**src/core/ebsc_defs.svh**
```systemverilog
`ifndef EBSC_DEFS_SVH
`define EBSC_DEFS_SVH
`define EBSC_OFS_PINSEL 4'h0
`define EBSC_OFS_STATUS 4'h1
`define EBSC_BIT_BENDIS 7
`define EBSC_BIT_QTE 5
`define EBSC_BIT_STREN 4
`define EBSC_BIT_RWEN 3
`define EBSC_PINSEL_RST 8'h00
`define EBSC_PINSEL_MASK 8'hb8
`define EBSC_LAST_DIV4 2'h3
`define EBSC_LAST_DIV2 2'h1
`define EBSC_HI_DIV4 2'h2
`define EBSC_HI_DIV2 2'h1
`define EBSC_STRB_IDLE 1'b1
`define EBSC_BEN_IDLE 1'b1
`define EBSC_RW_READ 1'b1
`endif

```
**src/core/ebsc_pkg.sv**
```systemverilog
package ebsc_pkg;
	typedef enum logic [1:0] {EBSC_IDLE = 2'b00, EBSC_RUN = 2'b01} ebsc_state_t;
	typedef struct packed {
		logic [1:0] cnt;
	} ebsc_div_t;
	typedef struct packed {
		ebsc_state_t state;
		logic [7:0] pinsel;
		logic mode_a;
		logic mode_b;
		logic special;
		logic [15:0] addr;
		logic write;
		logic size_n;
		logic stretched;
		logic two_byte;
		logic byte_hi;
		logic [1:0] stretch;
		logic [1:0] cyc_left;
		logic [7:0] rdata;
		logic strb;
		logic strb_oe;
		logic strb_pu;
		logic ben_n;
		logic ben_oe;
		logic ben_pu;
		logic rw;
		logic rw_oe;
		logic rw_pu;
		logic bclk;
		logic qhi;
		logic qlo;
		logic q_oe;
		logic tag_lo;
		logic done;
		logic refused;
	} ebsc_st_t;
endpackage

```
**src/core/ebsc_clk_if.sv**
```systemverilog
`timescale 1ns/1ps
interface ebsc_clk_if;
	logic [1:0] phase;
	logic hi;
	logic last;
	modport src(output phase, output hi, output last);
	modport snk(input phase, input hi, input last);
endinterface

```
**src/core/ebsc_ctrl.sv**
```systemverilog
`timescale 1ns/1ps
`include "ebsc_defs.svh"
module ebsc_ctrl
	import ebsc_pkg::*;
(
	// clock and reset
	input wire logic i_core_clk,
	input wire logic i_srst,
	// register port
	input wire logic [3:0] i_reg_addr,
	input wire logic [7:0] i_reg_wdata,
	input wire logic i_reg_wr,
	input wire logic i_reg_rd,
	output logic [7:0] o_reg_rdata,
	// straps and pin inputs
	input wire logic i_divider_bypass_pin,
	input wire logic i_mode_select_a,
	input wire logic i_mode_select_b,
	input wire logic i_debug_wire_pin,
	input wire logic i_low_tag_input,
	// internal access request
	input wire logic i_acc_req,
	input wire logic [15:0] i_acc_addr,
	input wire logic i_acc_write,
	input wire logic i_access_size_signal_n,
	input wire logic [1:0] i_acc_stretch,
	input wire logic [3:0] i_queue_state,
	// access answer
	output logic o_acc_done,
	output logic o_acc_refused,
	output logic [15:0] o_bus_addr,
	output logic o_bus_byte_hi,
	// strobe pin
	output logic o_low_byte_strobe_pin,
	output logic o_low_byte_strobe_oe,
	output logic o_low_byte_strobe_pullup,
	output logic o_low_tag_q,
	// bus enable pin
	output logic o_data_bus_enable_n,
	output logic o_data_bus_enable_oe,
	output logic o_data_bus_enable_pullup,
	// read/write pin
	output logic o_rw,
	output logic o_rw_oe,
	output logic o_rw_pullup,
	// bus clock and queue tracking
	output logic o_bus_clock_out,
	output logic o_queue_track_hi,
	output logic o_queue_track_lo,
	output logic o_queue_track_oe
);
	ebsc_st_t q;
	ebsc_st_t d;
	ebsc_clk_if clk_if ();
	logic expanded;
	logic narrow;
	logic tag_mode;
	logic strb_en;
	logic rw_en;
	logic ben_en;
	logic busy;
	logic low_write;
	logic take;
	logic bad;
	logic ben_act;

	// -----------------------------
	// bus clock divider
	// -----------------------------
	ebsc_clkdiv u_div (
		.i_core_clk(i_core_clk),
		.i_srst(i_srst),
		.i_divider_bypass_pin(i_divider_bypass_pin),
		.clk_if(clk_if.src)
	);

	// -----------------------------
	// mode and enable decode
	// -----------------------------
	// mode pins: a high means an expanded mode, b low then narrow
	assign expanded = q.mode_a;
	assign narrow = q.mode_a & ~q.mode_b;
	assign tag_mode = q.special & expanded;
	assign strb_en = q.pinsel[`EBSC_BIT_STREN] & ~tag_mode;
	assign rw_en = q.pinsel[`EBSC_BIT_RWEN] & expanded;
	assign ben_en = expanded & ~q.pinsel[`EBSC_BIT_BENDIS];
	assign busy = (q.state == EBSC_RUN);

	// request screening: a low byte write needs the strobe, a write needs r/w
	assign low_write = i_acc_write & (i_acc_addr[0] ^ i_access_size_signal_n);
	assign take = (q.state == EBSC_IDLE) & i_acc_req & clk_if.last & ~q.done & ~q.refused;
	assign bad = ~expanded | (i_acc_write & ~rw_en) | (low_write & ~strb_en);

	// bus enable window: whole high time, or only the final core clock
	// of the last cycle when the access is stretched
	assign ben_act = busy & clk_if.hi & (~q.stretched | ((q.cyc_left == 2'h0) & clk_if.last));

	// -----------------------------
	// next-state logic
	// -----------------------------
	always_comb
	begin
		d = q;
		d.done = 1'b0;
		d.refused = 1'b0;
		d.rdata = 8'h00;
		// register writes
		if (i_reg_wr && (i_reg_addr == `EBSC_OFS_PINSEL))
			d.pinsel = i_reg_wdata & `EBSC_PINSEL_MASK;
		// register reads, answered next cycle, unmapped reads zero
		if (i_reg_rd)
		begin
			case (i_reg_addr)
				`EBSC_OFS_PINSEL: d.rdata = q.pinsel;
				`EBSC_OFS_STATUS: d.rdata = {3'h0, tag_mode, busy, q.special, q.mode_b, q.mode_a};
				default: d.rdata = 8'h00;
			endcase
		end
		// bus cycle sequencer, stepping on bus clock boundaries
		case (q.state)
			EBSC_IDLE:
			begin
				if (take && bad)
					d.refused = 1'b1;
				else if (take)
				begin
					d.state = EBSC_RUN;
					d.addr = i_acc_addr;
					d.write = i_acc_write;
					d.size_n = i_access_size_signal_n;
					d.stretch = i_acc_stretch;
					d.cyc_left = i_acc_stretch;
					d.stretched = |i_acc_stretch;
					d.two_byte = narrow & i_access_size_signal_n;
					d.byte_hi = narrow & i_access_size_signal_n;
				end
			end
			EBSC_RUN:
			begin
				if (clk_if.last)
				begin
					if (q.cyc_left != 2'h0)
						d.cyc_left = q.cyc_left - 2'h1;
					else if (q.byte_hi)
					begin
						// high byte done, low byte follows at once
						d.byte_hi = 1'b0;
						d.cyc_left = q.stretch;
					end
					else
					begin
						d.state = EBSC_IDLE;
						d.done = 1'b1;
					end
				end
			end
			default: d.state = EBSC_IDLE;
		endcase
		// pin outputs; strobe, bus enable and r/w idle-inactive outside a bus cycle, bus clock free-running
		d.strb = busy ? ~(q.addr[0] ^ q.size_n) : `EBSC_STRB_IDLE;
		d.strb_oe = strb_en;
		d.strb_pu = ~strb_en & ~tag_mode;
		d.tag_lo = tag_mode & i_low_tag_input;
		d.ben_n = (ben_act & ben_en) ? 1'b0 : `EBSC_BEN_IDLE;
		d.ben_oe = ben_en;
		d.ben_pu = ~expanded;
		d.rw = busy ? ~q.write : `EBSC_RW_READ;
		d.rw_oe = rw_en;
		d.rw_pu = ~rw_en;
		d.bclk = clk_if.hi;
		// queue state, low pair in the low half, high pair in the high half
		d.qhi = clk_if.hi ? i_queue_state[3] : i_queue_state[1];
		d.qlo = clk_if.hi ? i_queue_state[2] : i_queue_state[0];
		d.q_oe = q.pinsel[`EBSC_BIT_QTE];
		// sync reset; mode and debug straps are caught while reset is held, the bypass strap is not
		if (i_srst)
		begin
			d = '0;
			d.state = EBSC_IDLE;
			d.pinsel = `EBSC_PINSEL_RST;
			d.mode_a = i_mode_select_a;
			d.mode_b = i_mode_select_b;
			d.special = ~i_debug_wire_pin;
			d.strb = `EBSC_STRB_IDLE;
			d.strb_pu = 1'b1;
			d.ben_n = `EBSC_BEN_IDLE;
			d.ben_pu = 1'b1;
			d.rw = `EBSC_RW_READ;
			d.rw_pu = 1'b1;
		end
	end

	// -----------------------------
	// state register
	// -----------------------------
	always_ff @(posedge i_core_clk)
	begin
		q <= d;
	end

	// outputs straight from the state register
	assign o_reg_rdata = q.rdata;
	assign o_acc_done = q.done;
	assign o_acc_refused = q.refused;
	assign o_bus_addr = q.addr;
	assign o_bus_byte_hi = q.byte_hi;
	assign o_low_byte_strobe_pin = q.strb;
	assign o_low_byte_strobe_oe = q.strb_oe;
	assign o_low_byte_strobe_pullup = q.strb_pu;
	assign o_low_tag_q = q.tag_lo;
	assign o_data_bus_enable_n = q.ben_n;
	assign o_data_bus_enable_oe = q.ben_oe;
	assign o_data_bus_enable_pullup = q.ben_pu;
	assign o_rw = q.rw;
	assign o_rw_oe = q.rw_oe;
	assign o_rw_pullup = q.rw_pu;
	assign o_bus_clock_out = q.bclk;
	assign o_queue_track_hi = q.qhi;
	assign o_queue_track_lo = q.qlo;
	assign o_queue_track_oe = q.q_oe;
endmodule // ebsc_ctrl

```
**src/core/ebsc_clkdiv.sv**
```systemverilog
`timescale 1ns/1ps
`include "ebsc_defs.svh"
module ebsc_clkdiv
	import ebsc_pkg::*;
(
	// clock and reset
	input wire logic i_core_clk,
	input wire logic i_srst,
	// static test strap
	input wire logic i_divider_bypass_pin,
	// phase to the controller
	ebsc_clk_if.src clk_if
);
	ebsc_div_t q;
	ebsc_div_t d;
	logic [1:0] last_v;
	logic [1:0] hi_v;

	// -----------------------------
	// quarter-phase counter, half-phase with the divider bypass
	// -----------------------------
	// bypass is only read, never latched: it is static by use
	always_comb
	begin
		last_v = i_divider_bypass_pin ? `EBSC_LAST_DIV2 : `EBSC_LAST_DIV4;
		hi_v = i_divider_bypass_pin ? `EBSC_HI_DIV2 : `EBSC_HI_DIV4;
		d = q;
		d.cnt = (q.cnt >= last_v) ? 2'h0 : q.cnt + 2'h1;
		if (i_srst)
			d.cnt = 2'h0;
	end

	always_ff @(posedge i_core_clk)
	begin
		q <= d;
	end

	// phase decode for the controller
	assign clk_if.phase = q.cnt;
	assign clk_if.hi = (q.cnt >= hi_v);
	assign clk_if.last = (q.cnt == last_v);
endmodule // ebsc_clkdiv

```
**config.mk**
```make
export PLATFORM = sky130hd
export DESIGN_NAME = ebsc_ctrl
export DESIGN_NICKNAME = d
export VERILOG_FILES = /design/src/core/ebsc_pkg.sv /design/src/core/ebsc_clk_if.sv /design/src/core/ebsc_ctrl.sv /design/src/core/ebsc_clkdiv.sv
export VERILOG_INCLUDE_DIRS = /design/src /design/src/core
export SDC_FILE = /design/constraint.sdc
export NUM_CORES = 1
export LEC_CHECK = 0
export BUFFER_PORTS_ARGS = -buffer_cell sky130_fd_sc_hd__buf_4
export CAP_MARGIN = 20
export CORE_UTILIZATION = 52
export DETAILED_ROUTE_END_ITERATION = 10
export PLACE_DENSITY = 0.86
export SKIP_LAST_GASP = 1
export SYNTH_ARGS = -nofsm -noshare
export SYNTH_HDL_FRONTEND = slang
export SYNTH_SLANG_ARGS = --single-unit
```
**constraint.sdc**
```tcl
create_clock -name i_core_clk -period 4.4 [get_ports i_core_clk]
set_clock_uncertainty 0.05 [all_clocks]
set_input_delay 0.88 -clock i_core_clk [delete_from_list [all_inputs] [get_ports i_core_clk]]
set_output_delay 0.88 -clock i_core_clk [all_outputs]
set_load 0.01 [all_outputs]
```
# --- Word level (Yosys, flattened, before mapping) ---
# Index checks and enable logic that the tools add are counted.
op_classes:
  addsub: 2
  order_cmp: 2
  eq_ne: 9
  muxes: 23
  bitwise: 41
  reduce_logical: 17
ops:
  columns: ["cell", "count"]
  rows:
  - ["$mux W2", 10]
  - ["$and A1 B1 Y1", 19]
  - ["$not A1 Y1", 17]
  - ["$pmux W8 S2", 1]
  - ["$reduce_and A5 Y1", 3]
  - ["$mux W5", 2]
  - ["$ne A2 B2 Y1 const B", 5]
  - ["$reduce_or A2 Y1", 5]
  - ["$pmux W2 S2", 2]
  - ["$mux W1", 7]
  - ["$eq A4 B1 Y1 const B", 1]
  - ["$ge A2 B2 Y1", 2]
  - ["$logic_not A2 Y1", 2]
  - ["$logic_not A4 Y1", 1]
  - ["$reduce_bool A2 Y1", 2]
  - ["$reduce_or A4 Y1", 1]
  - ["$ne A3 B2 Y1 const B", 1]
  - ["$or A1 B1 Y1", 3]
  - ["$reduce_and A3 Y1", 1]
  - ["$add A2 B1 Y2 const B", 1]
  - ["$eq A2 B1 Y1 const B", 1]
  - ["$eq A2 B2 Y1", 1]
  - ["$logic_and A1 B1 Y1", 2]
  - ["$pmux W1 S2", 1]
  - ["2 further kinds", 3]
totals:
  regBits: 59
  output_inout_bits: 41
  wordCells: 124

# --- Depth between registers and ports, before layout ---
depth:
  word_depth: 9
  depth_mapped: 6
  ltp_nobuf: 6

# --- Modules after synthesis ---
# From an unflattened synthesis, not the netlist that was laid out.
hier_totals:
  hier_cells: 249
  area_unflattened_um2: 2288.4
modules_own_cells:
  columns: ["mod", "instances", "cells_per_inst", "area_per_inst_um2", "seq_area_each_um2"]
  rows:
  - ["ebsc_ctrl", 1, 237, 2167.1, 1131.1]
  - ["ebsc_clkdiv", 1, 12, 121.4, 40.0]

# --- Worst setup path after synthesis ---
# OpenSTA, ideal clock, no wires.
synth_path:
  kind: "in2reg"
  from: "input port i_acc_req"
  to: "register q[24] in the netlist's numbering"
  setup_ns: 0.134
  arrival_time_ns: 1.917
  required_ns: 4.216
  setup_slack_ns: 2.299
  path_stages: 4
  n_path_buf: 0
  cell_sequence: "or4b_4 > or2_4 > o22ai_1 > a311oi_2"
synth_via:
  elab_chain_cells: 7
  elab_cells_between_ends: 8
  cone_classes: "eq/ne (2); bitwise (4); reduce/logical (2)"
synth_rtl:
  columns: ["item", "line_no", "rtl"]
  rows:
  - ["start: declaration", "ebsc_ctrl.sv:22", "input wire logic i_acc_req,"]
  - ["$and A1 B1 Y1 * (4 in a row)", "ebsc_ctrl.sv:91", "assign take = (q.state == EBSC_IDLE) & i_acc_req & clk_if.last & ~q.done & ~q.refused;"]
  - ["$logic_and A1 B1 Y1", "ebsc_ctrl.sv:123", "if (take && bad)"]
  - ["$ne A2 B2 Y1 (no line)", null, null]
  - ["$reduce_and A5 Y1 (no line) *", null, null]
  - ["end signal: assignment", "ebsc_ctrl.sv:198", "q <= d;"]
  - ["end: declaration", "ebsc_ctrl.sv:52", "ebsc_st_t q;"]
# Every way passes the cells marked *; elsewhere a longest branch is shown, timed or not.
# A chain may end at the register's enable or synchronous reset.

# --- Worst setup path in the final report ---
layout_path:
  from: "input port i_access_size_signal_n"
  to: "register q[25] in the netlist's numbering"
layout_via:
  elab_chain_cells: 7
layout_rtl:
  columns: ["item", "line_no", "rtl"]
  rows:
  - ["start: declaration", "ebsc_ctrl.sv:25", "input wire logic i_access_size_signal_n,"]
  - ["$xor A1 B1 Y1", "ebsc_ctrl.sv:90", "assign low_write = i_acc_write & (i_acc_addr[0] ^ i_access_size_signal_n);"]
  - ["$and A1 B1 Y1", "ebsc_ctrl.sv:90", null]
  - ["$and A1 B1 Y1", "ebsc_ctrl.sv:92", "assign bad = ~expanded | (i_acc_write & ~rw_en) | (low_write & ~strb_en);"]
  - ["$or A1 B1 Y1", "ebsc_ctrl.sv:92", null]
  - ["$logic_and A1 B1 Y1", "ebsc_ctrl.sv:123", null]
  - ["$ne A2 B2 Y1 (no line)", null, null]
  - ["$reduce_and A5 Y1 (no line)", null, null]
# No other way between the ends.

==> results.md <==
* Fin. max-slew vios at 0
* Crit-path max FO at 26
* P_int at 0.892 mW
* Synth Warn # at 0
* Dpl hpwl at 3.31 mm
* Gr ovfl total at 0
* Gate power share at 0.092
* Worst Hold Path EP: o_rw
* Fin util at 0.682
* Cell Area, Placed at 2760 um^2
* Pwr Total at 1.15 mW
* Min-delay src: q[32]
* Total Routing Usage GR at 0.219
* P per Cell Area at 388 nW/um^2
* Switch share at 0.226
* Drt wl/cell at 14.1 um
* RSZ-0062 raised after global routing: false
* Htree depth at 3
* Sequential area share after synthesis at 0.498
* Die span in x at 69.2 um
* Clock Latency Late Sink at 330 ps
* Synth top area cells: dfxtp_1 46%, buf_4 8.0%, a21oi_1 5.5%
* Mapped Nets at 297
* Clk buf depth at 2
* Hold buffer count at cts at 0
* Die area at 4790 um^2
* FF+latch count, synth at 57
* # rows at 24
* Crit path time final at 2460 ps
* Setup CP Type: in2reg
* Drc violations at 0
* Fin nets at 350
* Diodes inserted at 0
* CTS buffer count at 9
* Core box area at 4350 um^2
* Post-cts sizing count at 0
* Reg clk slew, reported paths at 60 ps
* Synth Cell Area at 2350 um^2
* Via count of the routed design at 1887
* Clock Root Buffer: clkbuf_8
* Clock power share at 0.439
* Area growth, synth to finish at 26.4%
* Layout cells sized above 1 at 0.339
* Async SR Flop Fraction at 0
* Cell variety after synth at 42
* Required @ worst endpoint at 4590 ps
* Placement Setup Slack at 1620 ps
* Biggest area consumer among synthesized cells: dfxtp_1
* Relative slew slack at 0.342
* Area of all placed cells without fillers at 2970 um^2
* Placed cells at 343
* Global placer's final weighted congestion at 0.747
* WHS at 336 ps
* Boundary Pins at 87
* Setup repair bufs after CTS at 0
* Via-to-Cell Ratio at 5.26
* Synth top area share at 0.460
* Finished Layout Cells at 359
* Startpoint Class: primary input
* Starting Density at 0.540
* CTS tree: yes
* Final wirelength at 5.05 mm
* CTS Sinks at 57
* Largest net degree at the start of global routing at 48
* CP arrival at 2660 ps
* Hold Path Stages at 1
* Port Buffers at 81
* Drt first pass iters at 4
* Outcome: finished, final reports clean
* Main synth FF type: dfxtp_1
* Post-synth EDFFs at 3
* First-pass GRT wire length at 8.29 mm
* Syn avg cell area at 9.44 um^2
* Routed Antenna Nets at 0
* Post-Syn Instances at 249
* HP Class: reg2reg
* MaxCap Viol Count at 0
* Reg2Reg Setup Slack at 2240 ps
* Worst slew pin tran at 986 ps
* Vias in the first global route at 1794
* Leakage at 1.28 nW
* RR Startpoint: q[56]
* Tcrit/Tclk final at 0.560
* Fmax at 406 MHz
* TNS Setup at 0 ps
* Reg power frac at 0.470
* Psw at 0.261 mW
* Finish-stage setup viols at 0
* Initial antenna violation count at 0
* R2R depth at 4
* Chip Height at 69.2 um
* Reg-to-reg endpoint: q[25]
* VDD IR max at 0.000230 V
* Hold Vio Cnt, Final at 0
* Worst Setup End Kind: flop
* Fin worst setup slack at 1940 ps
* Initial drt markers at 119
synthesized netlist by cell type (2+ instances only):
master and n:
nand2_1 7, o21ai_1 20, nor3_1 7, edfxtp_1 3, a311oi_1 2, nor2_1 12
nor2b_1 3, inv_1 6, and3_1 3, mux2i_1 8, buf_6 4, clkbuf_1 10
buf_4 25, and3b_1 2, a211oi_1 2, nand3_1 21, nand3b_1 2, ha_1 2
nand2b_1 5, dfxtp_1 54, nor3b_1 5, a21oi_1 26
power by group through the flow:
stage	Clock, mW	Combinational [mW]	Sequential, mW
after CTS	0.511	0.106	0.541
after floorplan	0	0.0585	0.553
after global routing	0.535	0.115	0.542
after detailed placement	0	0.105	0.552
after global placement	0	0.103	0.551
final	0.505	0.106	0.541
sequential cells by signal, summed over array words and instances (netlist names), 2 cells and up:
signal              cells
o_reg_rdata             7
u_div.clk_if.phase      2
o_bus_addr             16
q                      14
cell families after synthesis:
kind of cell / count (synthesis) / synth area share
AOI/OAI and AO/OA: 57 / 0.137
adders and majority gates: 2 / 0.0106
DFF: 57 / 0.498
buffers and inverters: 46 / 0.127
muxes: 9 / 0.0389
xor gates and xnor gates: 2 / 0.00746
and+or+nand+nor: 75 / 0.179
other: 1 / 0.00160
placed cells by master, fill, tap and decap left out, drive strengths merged, types with 3 or more instances in the layout:
cell	instances
a21oi	26
nor3b	5
edfxtp	3
dfxtp	54
nor2	13
buf	82
mux2i	8
nor3	7
nand3	22
a311oi	3
nand2	7
and3	3
o21ai	21
nand2b	5
inv	6
clkbuf	14
nor2b	3
worst max-delay path, stage by stage:
cell	delay, ps
buf_4	120
xnor2_1	250
o311a_1	870
nand3_1	240
a311oi_1	290
how the worst max path moves through the flow:
stage	start	to	slack (ps)	cells after the start
floorplan	i_acc_req	q[24]	2300	4
global placement	i_access_size_signal_n	o_bus_byte_hi	1700	5
detailed placement	i_access_size_signal_n	q[25]	1620	5
CTS	i_access_size_signal_n	q[25]	1960	5
global route	i_access_size_signal_n	q[25]	1780	5
finish	i_access_size_signal_n	q[25]	1940	5
metal layers:
metal	part of all wire	up-vias	wire length, um	track usage
li1	-	951	-	-
met1	0.42	863	2110	0.260
met2	0.51	62	2560	0.352
met3	0.053	11	266	0.0610
met4	0.021	0	108	0.129
met5	0	-	0	0
layout make-up:
type | count | area, um^2
Inverter | 6 | 22.5
Multi-Input combinational cell | 146 | 888
Sequential cell | 57 | 1170
Timing Repair Buffer | 82 | 616
Tap cell | 52 | 65.1
Clock buffer | 14 | 173
Clock inverter | 2 | 35.0
Fill cell | 346 | 1380
Power figures use the tool's default switching activity.
